$ cat config.mk
export PLATFORM = sky130hd
export DESIGN_NAME = cmh_decoder
export DESIGN_NICKNAME = d
export VERILOG_FILES = /design/src/cmh_pkg.sv /design/src/cmh_loop_regs.sv /design/src/cmh_decoder.sv
export SDC_FILE = /design/constraint.sdc
export NUM_CORES = 1
export LEC_CHECK = 0
export BUFFER_PORTS_ARGS = -buffer_cell sky130_fd_sc_hd__buf_4
export CAP_MARGIN = 10
export CORE_AREA = 2 2 210 212
export CTS_CLUSTER_DIAMETER = 40
export DETAILED_ROUTE_END_ITERATION = 10
export DIE_AREA = 0 0 212 214
export REMOVE_ABC_BUFFERS = 1
export SLEW_MARGIN = 15
export SYNTH_ARGS = -nofsm -noshare
export SYNTH_HDL_FRONTEND = slang
export SYNTH_HIERARCHICAL = 1
export SYNTH_SLANG_ARGS = --single-unit
$ cat constraint.sdc
create_clock -name ref_clk_in -period 3.35 [get_ports ref_clk_in]
set_input_delay 0.67 -clock ref_clk_in [delete_from_list [all_inputs] [get_ports ref_clk_in]]
set_output_delay 0.67 -clock ref_clk_in [all_outputs]
set_load 0.01 [all_outputs]
$ cat src/cmh_pkg.sv
// Package for the custom memory and hardware-loop decoder.
// Assumes 32-bit instruction words and a 32-bit program counter.
package cmh_pkg;
  // ====================================================================
  // Opcodes and function fields
  localparam logic [6:0] OPC_LOAD_PI   = 7'h0B;
  localparam logic [6:0] OPC_CUSTOM    = 7'h2B;
  localparam logic [2:0] F3_LB         = 3'h0;
  localparam logic [2:0] F3_LH         = 3'h1;
  localparam logic [2:0] F3_LW         = 3'h2;
  localparam logic [2:0] F3_REG        = 3'h3;
  localparam logic [2:0] F3_LBU        = 3'h4;
  localparam logic [2:0] F3_LHU        = 3'h5;
  localparam logic [2:0] F3_EVT        = 3'h3;
  localparam logic [2:0] F3_HWLP       = 3'h4;
  localparam logic [6:0] F7_LB_PI      = 7'h00;
  localparam logic [6:0] F7_LBU_PI     = 7'h08;
  localparam logic [6:0] F7_LH_PI      = 7'h01;
  localparam logic [6:0] F7_LHU_PI     = 7'h09;
  localparam logic [6:0] F7_LW_PI      = 7'h02;
  localparam logic [6:0] F7_RR_FLAG    = 7'h04;
  localparam logic [6:0] F7_SB_PI      = 7'h10;
  localparam logic [6:0] F7_SH_PI      = 7'h11;
  localparam logic [6:0] F7_SW_PI      = 7'h12;
  localparam logic [6:0] F7_SB_RR      = 7'h14;
  localparam logic [6:0] F7_SH_RR      = 7'h15;
  localparam logic [6:0] F7_SW_RR      = 7'h16;
  // ====================================================================
  // Loop operation selector values
  localparam logic [3:0] LOOP_START_IMM = 4'h0;
  localparam logic [3:0] LOOP_START_REG = 4'h1;
  localparam logic [3:0] LOOP_END_IMM   = 4'h2;
  localparam logic [3:0] LOOP_END_REG   = 4'h3;
  localparam logic [3:0] LOOP_COUNT_IMM = 4'h4;
  localparam logic [3:0] LOOP_COUNT_REG = 4'h5;
  localparam logic [3:0] LOOP_SHORT_IMM = 4'h6;
  localparam logic [3:0] LOOP_SHORT_REG = 4'h7;
  localparam logic [31:0] PC_STEP       = 32'h0000_0004;
  localparam int          NUM_LOOPS     = 2;
  // ====================================================================
  // Access sizes
  localparam logic [1:0] SIZE_BYTE = 2'h0;
  localparam logic [1:0] SIZE_HALF = 2'h1;
  localparam logic [1:0] SIZE_WORD = 2'h2;
  localparam logic [31:0] RESET_WORD = 32'h0000_0000;
endpackage

$ cat src/cmh_loop_regs.sv
// Two hardware loop register sets, written by decoded setup pulses.
// Assumes the decoder gives one write strobe per field per cycle.
`timescale 1ns/1ps
module cmh_loop_regs
  import cmh_pkg::*;
(
  // Clock and reset
  input  wire logic                 ref_clk_in,
  input  wire logic                 rstn_in,
  // Write port
  input  wire logic                 sel_in,
  input  wire logic                 we_start_in,
  input  wire logic                 we_end_in,
  input  wire logic                 we_count_in,
  input  wire logic [31:0]          start_in,
  input  wire logic [31:0]          end_in,
  input  wire logic [31:0]          count_in,
  // Loop state
  output logic [NUM_LOOPS*32-1:0]   start_out,
  output logic [NUM_LOOPS*32-1:0]   end_out,
  output logic [NUM_LOOPS*32-1:0]   count_out
);
  // ====================================================================
  // One independent set per loop
  genvar g;
  generate
    for (g = 0; g < NUM_LOOPS; g++) begin : g_loop
      wire hit = (sel_in == 1'(g));
      always_ff @(posedge ref_clk_in or negedge rstn_in) begin
        if (!rstn_in) begin
          start_out[g*32 +: 32] <= RESET_WORD;
          end_out[g*32 +: 32]   <= RESET_WORD;
          count_out[g*32 +: 32] <= RESET_WORD;
        end else begin
          if (hit && we_start_in) start_out[g*32 +: 32] <= start_in;
          if (hit && we_end_in)   end_out[g*32 +: 32]   <= end_in;
          if (hit && we_count_in) count_out[g*32 +: 32] <= count_in;
        end
      end
    end
  endgenerate
endmodule

$ cat src/cmh_decoder.sv
// Decoder for custom post-increment memory, event load and loop setup.
// Assumes fetch presents one instruction with its pc and register values.
// Overview of operation
// - Opcode 0B funct3 picks post-increment immediate load size
// - Register-offset post-increment loads from five funct7 codes
// - Register-plus-register loads, base left unchanged
// - Immediate post-increment stores with split offset
// - Register-offset post-increment stores, offset in 11:7
// - Register-plus-register stores, no base writeback
// - Event load only when cluster support enabled
// - Event load is opcode 0B funct3 011
// - Loop instructions only when extension enabled
// - Long setup sets start, end or count
// - Funct3 100, selector in 11:8, bit 7 loop
// - Fixed zero fields in long setup forms
// - Two independent loops chosen by bit 7
// - Post-increment uses old base, writes base+offset
// - Signed loads sign-extend, unsigned zero-extend
`timescale 1ns/1ps
module cmh_decoder
  import cmh_pkg::*;
#(
  parameter bit CUSTOM_EXT_ENABLE_PARAM = 1'b1,
  parameter bit CLUSTER_SUPPORT_PARAM   = 1'b0
)(
  // Clock and reset
  input  wire logic                           ref_clk_in,
  input  wire logic                           rstn_in,
  // Instruction from fetch
  input  wire logic                           instr_valid_in,
  input  wire logic [31:0]                    instr_in,
  input  wire logic [31:0]                    pc_in,
  input  wire logic [31:0]                    rs1_data_in,
  input  wire logic [31:0]                    rs2_data_in,
  input  wire logic [31:0]                    rs3_data_in,
  // Load data return
  input  wire logic [31:0]                    mem_rdata_in,
  // Memory control
  output logic                                mem_req_out,
  output logic                                mem_we_out,
  output logic [1:0]                          mem_size_out,
  output logic                                mem_signed_out,
  output logic [31:0]                         mem_addr_out,
  output logic [31:0]                         mem_wdata_out,
  output logic                                event_sleep_out,
  // Register file control
  output logic                                rd_we_out,
  output logic [4:0]                          rd_addr_out,
  output logic                                base_we_out,
  output logic [4:0]                          base_addr_out,
  output logic [31:0]                         base_wdata_out,
  output logic [31:0]                         load_ext_out,
  output logic                                illegal_out,
  // Loop state
  output logic [cmh_pkg::NUM_LOOPS*32-1:0]    loop_start_out,
  output logic [cmh_pkg::NUM_LOOPS*32-1:0]    loop_end_out,
  output logic [cmh_pkg::NUM_LOOPS*32-1:0]    loop_count_out
);
  import cmh_pkg::*;
  // ====================================================================
  // Fields
  wire [6:0]  opc   = instr_in[6:0];
  wire [2:0]  f3    = instr_in[14:12];
  wire [6:0]  f7    = instr_in[31:25];
  wire [3:0]  loop_op_select = instr_in[11:8];
  wire [31:0] imm_i = {{20{instr_in[31]}}, instr_in[31:20]};
  wire [31:0] imm_s = {{20{instr_in[31]}}, instr_in[31:25], instr_in[11:7]};
  wire [31:0] loop_unsigned_imm    = {20'h00000, instr_in[31:20]};
  wire [31:0] short_end_offset_imm = {27'h0000000, instr_in[19:15]};
  wire        zero_hi  = (instr_in[31:20] == 12'h000);
  wire        zero_rs1 = (instr_in[19:15] == 5'h00);

  function automatic logic [1:0] f7_size(input logic [6:0] f);
    f7_size = f[1:0];
  endfunction

  // ====================================================================
  // Class decode
  wire is_ldpi_op  = instr_valid_in && opc == OPC_LOAD_PI;
  wire is_cust_op  = instr_valid_in && opc == OPC_CUSTOM;
  wire ld_imm = CUSTOM_EXT_ENABLE_PARAM && is_ldpi_op && (f3 == F3_LB || f3 == F3_LBU
                || f3 == F3_LH || f3 == F3_LHU || f3 == F3_LW);
  wire event_word_load = CLUSTER_SUPPORT_PARAM && is_ldpi_op && f3 == F3_EVT;
  wire f7_load = (f7 == F7_LB_PI || f7 == F7_LBU_PI || f7 == F7_LH_PI
                  || f7 == F7_LHU_PI || f7 == F7_LW_PI);
  wire f7_rr   = (f7 == (F7_LB_PI | F7_RR_FLAG) || f7 == (F7_LBU_PI | F7_RR_FLAG)
                  || f7 == (F7_LH_PI | F7_RR_FLAG) || f7 == (F7_LHU_PI | F7_RR_FLAG)
                  || f7 == (F7_LW_PI | F7_RR_FLAG));
  wire reg_op  = CUSTOM_EXT_ENABLE_PARAM && is_cust_op && f3 == F3_REG;
  wire ld_pi_r = reg_op && f7_load;
  wire ld_rr   = reg_op && f7_rr;
  wire st_imm  = CUSTOM_EXT_ENABLE_PARAM && is_cust_op
                 && (f3 == F3_LB || f3 == F3_LH || f3 == F3_LW);
  wire st_pi_r = reg_op && (f7 == F7_SB_PI || f7 == F7_SH_PI || f7 == F7_SW_PI);
  wire st_rr   = reg_op && (f7 == F7_SB_RR || f7 == F7_SH_RR || f7 == F7_SW_RR);
  wire hw_op   = CUSTOM_EXT_ENABLE_PARAM && is_cust_op && f3 == F3_HWLP;
  wire loop_form_ok =
      ((loop_op_select == LOOP_START_IMM || loop_op_select == LOOP_END_IMM
        || loop_op_select == LOOP_COUNT_IMM) && zero_rs1)
   || ((loop_op_select == LOOP_START_REG || loop_op_select == LOOP_END_REG
        || loop_op_select == LOOP_COUNT_REG) && zero_hi)
   || loop_op_select == LOOP_SHORT_IMM || loop_op_select == LOOP_SHORT_REG;
  wire loop_ok = hw_op && loop_form_ok;
  wire any_load  = ld_imm || ld_pi_r || ld_rr || event_word_load;
  wire any_store = st_imm || st_pi_r || st_rr;
  wire post_inc  = ld_imm || ld_pi_r || st_imm || st_pi_r;
  wire is_custom = is_ldpi_op || is_cust_op;
  // Bit-manipulation encodings share opcode 2B funct3 011; left to the ALU decoder
  wire alu_shared = is_cust_op && f3 == F3_REG && !f7_load && !f7_rr
                    && !st_pi_r && !st_rr && CUSTOM_EXT_ENABLE_PARAM;
  wire next_illegal = is_custom && !(any_load || any_store || loop_ok || alu_shared);

  // ====================================================================
  // Address, size and writeback
  // Stores take their offset register from 11:7, loads from 24:20
  wire [31:0] offset = ld_imm ? imm_i : st_imm ? imm_s
                     : (st_pi_r || st_rr) ? rs3_data_in : rs2_data_in;
  wire [31:0] sum    = rs1_data_in + offset;
  wire [31:0] next_addr = (ld_rr || st_rr || event_word_load) ?
                          (event_word_load ? rs1_data_in + imm_i : sum) : rs1_data_in;
  wire [1:0]  next_size = ld_imm ? ((f3[1:0] == 2'h2) ? SIZE_WORD : f3[1:0])
                        : (st_imm ? f3[1:0] : (event_word_load ? SIZE_WORD : f7_size(f7)));
  wire        next_signed = ld_imm ? !f3[2] : !f7[3];

  always_ff @(posedge ref_clk_in or negedge rstn_in) begin
    if (!rstn_in) begin
      mem_req_out     <= 1'b0;
      mem_we_out      <= 1'b0;
      mem_size_out    <= SIZE_BYTE;
      mem_signed_out  <= 1'b0;
      mem_addr_out    <= RESET_WORD;
      mem_wdata_out   <= RESET_WORD;
      event_sleep_out <= 1'b0;
      rd_we_out       <= 1'b0;
      rd_addr_out     <= 5'h00;
      base_we_out     <= 1'b0;
      base_addr_out   <= 5'h00;
      base_wdata_out  <= RESET_WORD;
      illegal_out     <= 1'b0;
    end else begin
      mem_req_out     <= any_load || any_store;
      mem_we_out      <= any_store;
      mem_size_out    <= next_size;
      mem_signed_out  <= next_signed && !event_word_load;
      mem_addr_out    <= next_addr;
      mem_wdata_out   <= rs2_data_in;
      event_sleep_out <= event_word_load;
      rd_we_out       <= any_load;
      rd_addr_out     <= instr_in[11:7];
      base_we_out     <= post_inc;
      base_addr_out   <= instr_in[19:15];
      base_wdata_out  <= sum;
      illegal_out     <= next_illegal;
    end
  end

  // ====================================================================
  // Load extension; combinational on returned data
  wire [31:0] ld_byte = {{24{mem_signed_out & mem_rdata_in[7]}}, mem_rdata_in[7:0]};
  wire [31:0] ld_half = {{16{mem_signed_out & mem_rdata_in[15]}}, mem_rdata_in[15:0]};
  assign load_ext_out = (mem_size_out == SIZE_BYTE) ? ld_byte :
                        (mem_size_out == SIZE_HALF) ? ld_half : mem_rdata_in;

  // ====================================================================
  // Loop setup values
  wire [31:0] pc_rel_l = pc_in + {loop_unsigned_imm[29:0], 2'b00};
  wire [31:0] pc_rel_s = pc_in + {short_end_offset_imm[29:0], 2'b00};
  wire is_short  = loop_op_select == LOOP_SHORT_IMM || loop_op_select == LOOP_SHORT_REG;
  wire we_start  = loop_ok && (loop_op_select == LOOP_START_IMM
                   || loop_op_select == LOOP_START_REG || is_short);
  wire we_end    = loop_ok && (loop_op_select == LOOP_END_IMM
                   || loop_op_select == LOOP_END_REG || is_short);
  wire we_count  = loop_ok && (loop_op_select == LOOP_COUNT_IMM
                   || loop_op_select == LOOP_COUNT_REG || is_short);
  wire [31:0] start_val = is_short ? pc_in + PC_STEP
                        : (loop_op_select[0] ? rs1_data_in : pc_rel_l);
  wire [31:0] end_val   = (loop_op_select == LOOP_SHORT_IMM) ? pc_rel_s
                        : (is_short || !loop_op_select[0]) ? pc_rel_l : rs1_data_in;
  wire [31:0] count_val = (loop_op_select == LOOP_SHORT_IMM) ? loop_unsigned_imm
                        : (loop_op_select[0] ? rs1_data_in : loop_unsigned_imm);

  cmh_loop_regs u_loops (
    .ref_clk_in  (ref_clk_in),
    .rstn_in     (rstn_in),
    .sel_in      (instr_in[7]),
    .we_start_in (we_start),
    .we_end_in   (we_end),
    .we_count_in (we_count),
    .start_in    (start_val),
    .end_in      (end_val),
    .count_in    (count_val),
    .start_out   (loop_start_out),
    .end_out     (loop_end_out),
    .count_out   (loop_count_out)
  );

  // ====================================================================
  // Checks
  illegal_flag_a: assert property (@(posedge ref_clk_in) disable iff (!rstn_in)
    (is_ldpi_op && (f3[2:1] == 2'h3 || (f3 == F3_EVT && !CLUSTER_SUPPORT_PARAM)))
    |=> illegal_out) else $error("unlisted or disabled load not illegal");
  evt_sleep_a: assert property (@(posedge ref_clk_in) disable iff (!rstn_in)
    event_sleep_out |-> mem_req_out && !mem_we_out && mem_size_out == SIZE_WORD)
    else $error("event load not a word read");
  evt_addr_a: assert property (@(posedge ref_clk_in) disable iff (!rstn_in)
    event_word_load |=> mem_addr_out == $past(rs1_data_in) + $past(imm_i) && !base_we_out)
    else $error("event load address wrong");
  pi_addr_a: assert property (@(posedge ref_clk_in) disable iff (!rstn_in)
    post_inc |=> mem_addr_out == $past(rs1_data_in) && base_we_out
    && base_wdata_out == $past(sum)) else $error("post increment wrong");
  rr_nowb_a: assert property (@(posedge ref_clk_in) disable iff (!rstn_in)
    (ld_rr || st_rr) |=> !base_we_out && mem_req_out)
    else $error("reg-reg wrote base");
  st_rr_a: assert property (@(posedge ref_clk_in) disable iff (!rstn_in)
    st_rr |=> mem_we_out && mem_addr_out == $past(rs1_data_in) + $past(rs3_data_in))
    else $error("reg-reg store address wrong");
  st_imm_a: assert property (@(posedge ref_clk_in) disable iff (!rstn_in)
    st_imm |=> mem_we_out && base_wdata_out == $past(rs1_data_in) + $past(imm_s))
    else $error("immediate store offset wrong");
  ld_size_a: assert property (@(posedge ref_clk_in) disable iff (!rstn_in)
    (ld_imm && f3 == F3_LHU) |=> mem_size_out == SIZE_HALF && !mem_signed_out)
    else $error("load size wrong");
  ld_pir_a: assert property (@(posedge ref_clk_in) disable iff (!rstn_in)
    (ld_pi_r && f7 == F7_LBU_PI) |=> mem_size_out == SIZE_BYTE && !mem_signed_out
    && base_we_out) else $error("reg offset load wrong");
  st_pir_a: assert property (@(posedge ref_clk_in) disable iff (!rstn_in)
    st_pi_r |=> base_wdata_out == $past(rs1_data_in) + $past(rs3_data_in))
    else $error("reg offset store wrong");
  ext_a: assert property (@(posedge ref_clk_in) disable iff (!rstn_in)
    (mem_size_out == SIZE_BYTE && mem_signed_out) |-> load_ext_out[31:8] == {24{mem_rdata_in[7]}})
    else $error("byte sign extension wrong");
  short_a: assert property (@(posedge ref_clk_in) disable iff (!rstn_in)
    (loop_ok && is_short && !instr_in[7]) |=> loop_start_out[31:0] == $past(pc_in) + PC_STEP)
    else $error("short setup start wrong");
  long_end_a: assert property (@(posedge ref_clk_in) disable iff (!rstn_in)
    (loop_ok && loop_op_select == LOOP_END_IMM && instr_in[7])
    |=> loop_end_out[63:32] == $past(pc_rel_l)) else $error("end imm wrong");
  iso_a: assert property (@(posedge ref_clk_in) disable iff (!rstn_in)
    (!(loop_ok && !instr_in[7])) |=> $stable(loop_count_out[31:0]))
    else $error("loop 0 changed by loop 1");
  hw_gate_a: assert property (@(posedge ref_clk_in) disable iff (!rstn_in)
    (hw_op && !loop_form_ok) |=> illegal_out) else $error("bad loop form legal");
  cov_pi_ld_c: cover property (@(posedge ref_clk_in) ld_imm ##1 base_we_out);
  cov_st_c: cover property (@(posedge ref_clk_in) st_pi_r);
  cov_short_c: cover property (@(posedge ref_clk_in) loop_ok && is_short);
  cov_ill_c: cover property (@(posedge ref_clk_in) illegal_out);
endmodule

==> results.py, run 1 <==
metrics = {
    "yosys": {
        "synth.top_cells.by_count": "dfrtp_1, mux2_2, nand2_1",
        "synth_top_area_share_pct": 45.7,
        "yosys_warnings": 6,
        "yosysSeqAreaShare_pct": 45.7,
        "syn-mean-instance-area_sq_um": 10.4,
        "synthCells": 1603,
        "synthFlopType": "dfrtp_1",
        "synth_edf_count": 0,
        "netlist_area_sq_um": 16700,
        "synth_most_common_cell": "dfrtp_1",
        "async_flop_share_pct": 100,
        "yosysTopAreaCell": "dfrtp_1",
        "yosys_register_bits": 306,
        "synth_area_leaders": "dfrtp_1, mux2_2, nand2_1, ha_1, xor2_1",
        "ys_types": 68,
    },
    "timing": {
        "setup_slack_ps": -600,
        "setup-violations-final": 46,
        "slew_viol_final": 0,
        "rsz0062_at_grt": "true",
        "finalCritPeriodShare_pct": 118,
        "relSlewSlack_pct": 47.8,
        "fmax_mhz": 253,
        "fin_skew_ps": 0,
        "worst_slew_pin_slew_ps": 776,
        "fin_crit_ps": 3950,
        "hold_viol": 0,
        "whs_ps": 47.0,
    },
    "power": {
        "irDropWorstVdd_mv": 0.439,
        "p_leak_nw": 12.9,
        "total_power_w": 0.0111,
        "power_density_nw_per_um2": 437,
    },
    "setup_path": {
        "cp_cell_sequence": "buf_6, or4b_4, nor4_4, buf_4, nand4b_1, buf_6, buf_6, buf_6, nand2_1, a31oi_1, ha_2, a21o_1, a221o_1, o211ai_1, buf_4, o41ai_2, buf_4, buf_4, buf_6, xor2_4, mux2_2",
        "required_ps": 3810,
        "worstSetupEndpointType": "flip-flop",
        "cp-start-kind": "primary input",
        "cpMostUsedCell": "buf_6",
        "cp_data_arrival_time_ps": 4410,
        "slowest_stage": "or4b_4",
        "cp_max_fo": 4,
        "critical_path_class": "primary input to flip-flop",
        "cp_slowest_stage_delay_ps": 540,
        "reg2reg_slack_ps": 2520,
    },
    "global_routing": {
        "met2_usage_pct": 47.5,
        "grt_util_met1_pct": 36.3,
        "grt_max_degree": 81,
        "grt_remaining_overflow": 0,
        "grt_pass1_vias": 15873,
        "busiest_layer": "met2",
        "use_met3_pct": 4.47,
        "grt_pass1_wl_um": 97300,
        "antenna_found_initial": 5,
        "grt.total_usage_pct": 28.3,
    },
    "placement": {
        "dp_cells": 2863,
        "placed_area_sq_um": 23000,
        "port_buffers": 518,
        "globalplace.congestion": 0.931,
        "hpwl_um": 51300,
    },
    "finish": {
        "fin_cells": 2980,
        "final_area_sq_um": 25500,
        "fin_nets": 2601,
        "drive_gt1_share_pct": 50.5,
        "nFillCells": 3656,
        "area_growth_pct": 52.4,
    },
    "clock_tree": {
        "clk_pin_slew_ps": 60,
        "numCtsBuffers": 46,
        "htreeDepth": 2,
        "cts_tree": "built",
        "cts_max_path_buffers": 3,
        "cts.sinks": 306,
        "clk_latency_ps": 580,
        "root_buffer": "clkbuf_16",
    },
    "floorplanning": {
        "rows": 76,
        "die_w_um": 212,
        "fp.coreArea_sq_um": 42900,
        "start_util_pct": 39.0,
        "die_h_um": 214,
        "pin_count": 534,
        "dieArea_sq_um": 45400,
    },
    "drt": {
        "via_per_inst": 5.25,
        "wl_per_cell_um": 22.0,
        "drc": 0,
        "drt-pass1-iter-count": 5,
        "postRouteAntennaNets": 0,
        "drtIter0Drc": 1133,
        "routed_wl_um": 65600,
        "vias": 15644,
    },
    "outcome": {
        "status": "finished with violations",
        "violations": "setup timing",
    },
    "run": {
        "maxCapViolCount": 0,
    },
    "min_path": {
        "hold_path.class": "primary input to asynchronous set/reset pin",
    },
}
worst paths after layout:
check | depth (start not counted) | to | start
hold / removal | 1 | u_loops/end_out[32] | rstn_in
setup reg to reg | 1 | u_loops/count_out[9] | u_loops/count_out[9]
hold reg to reg | 1 | u_loops/end_out[38] | u_loops/end_out[38]
min in group ref_clk_in | 1 | mem_wdata_out[30] | rs2_data_in[30]
max in group asynchronous | 2 | mem_wdata_out[29] | rstn_in
setup / recovery | 21 | mem_addr_out[23] | instr_in[30]
layer usage:
| layer | vias to the layer above | part of all wire [%] |
|---|---|---|
| li1 | 7200 | - |
| met1 | 7757 | 42 |
| met2 | 565 | 49 |
| met3 | 122 | 5.9 |
| met4 | 0 | 3.6 |
| met5 | - | 0 |
power by group:
part / internal [W] / leakage, nW / switching, W
registers: 0.00383 / 4.02 / 0.0000556
clock network: 0.00311 / 0.764 / 0.00186
logic: 0.00110 / 8.13 / 0.00118
state kept, by name, summed over array words and instances (netlist names), 2 cells and up:
signal	count
u_loops/count_out	64
u_loops/end_out	64
u_loops/start_out	64
base_wdata_out	32
mem_addr_out	32
mem_wdata_out	32
base_addr_out	5
rd_addr_out	5
mem_size_out	2
through the flow:
step                util [%]  worst slack, ps  setup TNS [ps]
floorplan                  -            -2080         -114090
global placement        53.7            -1230          -62950
detailed placement      53.7            -1300          -65740
CTS                     58.5             -585          -16490
global route            59.5             -759          -23480
finish                  59.5             -600          -15910
cell usage in the layout, fill, tap and decap left out, types with 7 or more instances in the layout:
| cell type | instances |
|---|---|
| buf_4 | 774 |
| dfrtp_1 | 306 |
| mux2_2 | 217 |
| nand2_1 | 164 |
| nor2_1 | 102 |
| o21ai_0 | 77 |
| xor2_1 | 55 |
| a21oi_1 | 52 |
| clkbuf_16 | 47 |
| ha_1 | 46 |
| a21o_1 | 40 |
| xnor2_1 | 36 |
| a31oi_1 | 34 |
| inv_1 | 34 |
| nand3_1 | 31 |
| and2_1 | 25 |
| nor3_1 | 21 |
| buf_6 | 17 |
| mux2_4 | 16 |
| a221oi_1 | 16 |
| buf_12 | 15 |
| a211oi_1 | 13 |
| and3_1 | 10 |
| nand4_1 | 10 |
| nor2b_1 | 10 |
| a21oi_2 | 8 |
| or3_1 | 8 |
| xor2_2 | 8 |
| nor3b_1 | 8 |
| clkinvlp_4 | 8 |
| xnor2_2 | 7 |
| mux2i_1 | 7 |
worst max-delay path, delay by kind of cell:
kind                       cells  cell delay [ps]
AOI/OAI and AO/OA              5              920
xor gates and xnor gates       1              150
adders and majority gates      1              210
buffers and inverters          9             1260
muxes                          1              260
and+or+nand+nor                4              910
area by class of cell:
type | instances | area (sq um) | share of cell area [%]
multi-input cells | 1159 | 9060 | 35.5
flip-flops and latches | 306 | 7660 | 30.0
repair buffers | 807 | 6320 | 24.8
clock buffers | 52 | 1200 | 4.72
well taps | 585 | 732 | 2.87
clock inverters | 32 | 409 | 1.60
inverters | 34 | 128 | 0.500
diodes | 5 | 12.5 | 0.0490
timing repair:
action / CTS / global route
endpoints found under the setup margin: 48 / 54
pin swaps: 37 / 28
hold buffers: 0 / 0
cloned: 2 / 0
setup buffers: 11 / 18
resized for setup: 67 / 64
kinds of logic after synthesis:
family	Yosys count	share of synthesized area, %
buffers and inverters	138	3.91
other	1	0.0224
and+or+nand+nor	441	12.3
xor gates and xnor gates	108	5.65
AOI/OAI and AO/OA	317	12.1
adders and majority gates	52	4.02
DFF	306	45.7
muxes	240	16.2
(Power assumes the default switching activity.)
==> inputs of run 2 (changes only) <==
--- a/config.mk
+++ b/config.mk
@@ -5,12 +5,15 @@
 export SDC_FILE = /design/constraint.sdc
 export NUM_CORES = 1
 export LEC_CHECK = 0
+export ABC_AREA = 1
 export BUFFER_PORTS_ARGS = -buffer_cell sky130_fd_sc_hd__buf_4
 export CAP_MARGIN = 10
-export CORE_AREA = 2 2 210 212
+export CORE_AREA = 2 2 209 211
 export CTS_CLUSTER_DIAMETER = 40
 export DETAILED_ROUTE_END_ITERATION = 10
-export DIE_AREA = 0 0 212 214
+export DIE_AREA = 0 0 211 213
+export HOLD_SLACK_MARGIN = 0.03
+export PLACE_DENSITY = 0.67
 export REMOVE_ABC_BUFFERS = 1
 export SLEW_MARGIN = 15
 export SYNTH_ARGS = -nofsm -noshare
==> results.py, run 2 <==
metrics = {
    "timing": {
        "whs_ps": 82.5,
        "fmax_mhz": 318,
        "rsz0062_at_grt": "false",
        "worst_slew_pin_slew_ps": 1100,
        "fin_crit_ps": 3140,
        "hold_viol": 0,
        "fin_skew_ps": 0,
        "setup-violations-final": 0,
        "relSlewSlack_pct": 26.5,
        "slew_viol_final": 0,
        "tns_ps": 0,
        "finalCritPeriodShare_pct": 93.9,
    },
    "yosys": {
        "ys_types": 54,
        "synth.top_cells.by_count": "nand2_1, nand3_1, dfrtp_1",
        "yosysTopAreaCell": "dfrtp_1",
        "synth_edf_count": 0,
        "syn-mean-instance-area_sq_um": 7.42,
        "synth_area_leaders": "dfrtp_1, nand2_1, nand3_1, inv_1, ha_1",
        "synth_top_area_share_pct": 42.6,
        "netlist_area_sq_um": 18000,
        "synth_most_common_cell": "nand2_1",
        "synthFlopType": "dfrtp_1",
        "yosysSeqAreaShare_pct": 42.6,
        "yosys_warnings": 6,
        "yosys_register_bits": 306,
        "async_flop_share_pct": 100,
        "synthCells": 2425,
    },
    "finish": {
        "final_cell_mix": "nand2_1, buf_4, nand3_1, dfrtp_1, inv_1",
        "nFillCells": 4017,
        "fin_nets": 3308,
        "seqCellArea_sq_um": 7660,
        "area_growth_pct": 40.2,
        "n_antenna_cell": 0,
        "drive_gt1_share_pct": 28.7,
        "multi_input_area_sq_um": 8990,
        "final_area_sq_um": 25200,
        "final_common_cell": "nand2_1",
        "reg.largest.list": "u_loops/count_out x64, u_loops/end_out x64, u_loops/start_out x64",
    },
    "setup_path": {
        "required_ps": 3820,
        "reg2reg_depth": 2,
        "slowest_stage": "o21ai_0",
        "cp_slowest_stage_delay_ps": 410,
        "cp-start-kind": "primary input",
        "cp_cell_sequence": "buf_4, nor2_2, nand2_2, buf_4, nor3_2, o21ai_0, o21ai_0, o21ai_0, inv_1, ha_1, nand2_1, buf_4, nor2_1, inv_1, o21a_1, nor2_1, nor2_1, nand2_1, nand2_1, nand3_1, o21ai_1",
        "cp_data_arrival_time_ps": 3610,
        "worstSetupEndpointType": "flip-flop",
        "cp_max_fo": 4,
        "critical_path_class": "primary input to flip-flop",
    },
    "global_routing": {
        "grt_max_degree": 102,
        "grt_pass1_wl_um": 120000,
        "antenna_found_initial": 1,
        "grt.total_usage_pct": 35.9,
        "grt_pass1_vias": 19208,
        "grt_remaining_overflow": 0,
    },
    "drt": {
        "routed.top_layer": "met4",
        "wl_met2_um": 37300,
        "routed_wl_um": 82100,
        "vias": 19809,
        "via_per_inst": 5.44,
        "drt-pass1-iter-count": 6,
        "drc": 0,
        "drtIter0Drc": 2187,
        "postRouteAntennaNets": 0,
        "wl_met1_um": 35300,
        "wl_per_cell_um": 22.5,
        "met3_length_um": 6700,
    },
    "clock_tree": {
        "cts_tree": "built",
        "numCtsBuffers": 48,
        "clk_pin_slew_ps": 60,
        "clk_latency_ps": 600,
        "ctsHoldBuffers": 0,
        "htreeDepth": 2,
        "root_buffer": "clkbuf_16",
        "cts_max_path_buffers": 3,
        "cts.sinks": 306,
    },
    "placement": {
        "globalplace.congestion": 1.01,
        "placed_area_sq_um": 23500,
        "port_buffers": 518,
        "hpwl_um": 63700,
    },
    "power": {
        "p_int_w": 0.00796,
        "swShare_pct": 30.1,
        "p_comb_share_pct": 18.8,
        "irDropWorstVdd_mv": 0.453,
        "power_density_nw_per_um2": 451,
        "switching_power_w": 0.00343,
        "p_leak_nw": 13.9,
        "total_power_w": 0.0114,
        "pwr-share-clk_pct": 46.8,
        "pwr-share-seq_pct": 34.5,
    },
    "floorplanning": {
        "dieArea_sq_um": 44900,
        "rows": 76,
        "die_w_um": 211,
        "fp.coreArea_sq_um": 42700,
        "pin_count": 534,
        "start_util_pct": 42.1,
        "die_h_um": 213,
    },
    "min_path": {
        "hold_path.class": "primary input to asynchronous set/reset pin",
    },
    "outcome": {
        "status": "completed",
    },
    "run": {
        "maxCapViolCount": 0,
    },
}
-- run 2: changes by cell type after synthesis, moves of 36 or more --
| cell | previous run | this run |
|---|---|---|
| a21o_1 | 40 | 4 |
| buf_2 | 7 | 58 |
| clkbuf_1 | 61 | 19 |
| inv_1 | 34 | 183 |
| mux2_2 | 226 | 1 |
| nand2_1 | 172 | 839 |
| nand3_1 | 32 | 313 |
-- run 2: cells by family after synthesis --
logic type,count (synthesis),synth area share (%)
mux,1,0.0626
other cells,1,0.0208
fa+ha+maj,52,3.74
simple gates,1399,34.0
xor+xnor,55,2.68
flops,306,42.6
compound gates,292,9.18
buf+inv,319,7.80
-- run 2: layer usage --
| metal | GRT usage [%] | up-vias |
|---|---|---|
| li1 | - | 9136 |
| met1 | 48.9 | 9546 |
| met2 | 57.5 | 982 |
| met3 | 6.94 | 145 |
| met4 | 11.7 | 0 |
| met5 | 0 | - |
-- run 2: per-stage QoR --
stage | utilization [%] | cells | worst slack [ps]
after CTS | 59.0 | 3642 | 200
after global routing | 59.1 | 3644 | 8.35
after global placement | 55.0 | 3555 | -330
final | 59.1 | 3644 | 205
after detailed placement | 55.0 | 3555 | -445
after floorplan | - | 2315 | -2490
-- run 2: final cells by class --
class / count / share of cell area, %
clock buffers: 56 / 5.12
flip-flops and latches: 306 / 30.4
clock inverters: 31 / 1.69
well taps: 546 / 2.71
repair buffers: 695 / 21.4
inverters: 209 / 3.12
multi-input cells: 1801 / 35.7
-- run 2: final timing paths --
| kind | start | end | slack [ps] |
|---|---|---|---|
| worst min register to register | u_loops/start_out[39] | u_loops/start_out[39] | 470 |
| worst max-delay path | instr_in[31] | mem_addr_out[28] | 210 |
| worst min-delay path | rstn_in | u_loops/start_out[31] | 80 |
| max in group asynchronous | rstn_in | u_loops/count_out[40] | 2440 |
| worst max register to register | u_loops/start_out[60] | u_loops/start_out[60] | 2690 |
| min in group ref_clk_in | rs2_data_in[31] | mem_wdata_out[31] | 180 |
-- run 2: power groups by stage --
| stage | Clock, W | Combinational (W) | Sequential (W) |
|---|---|---|---|
| floorplan | 0 | 0.000804 | 0.00400 |
| global placement | 0 | 0.00208 | 0.00399 |
| detailed placement | 0 | 0.00209 | 0.00398 |
| CTS | 0.00538 | 0.00210 | 0.00392 |
| global route | 0.00555 | 0.00230 | 0.00393 |
| finish | 0.00532 | 0.00214 | 0.00392 |
-- run 2: critical path: cells and delay by family --
| family | cells | cell delay (ps) |
|---|---|---|
| simple gates | 10 | 900 |
| fa+ha+maj | 1 | 390 |
| buf+inv | 5 | 550 |
| compound gates | 5 | 1080 |
-- run 2: repair_timing --
action                                  in CTS  in global routing
resized for setup                            0                  7
endpoints found under the setup margin       0                 16
setup buffers                                0                  1
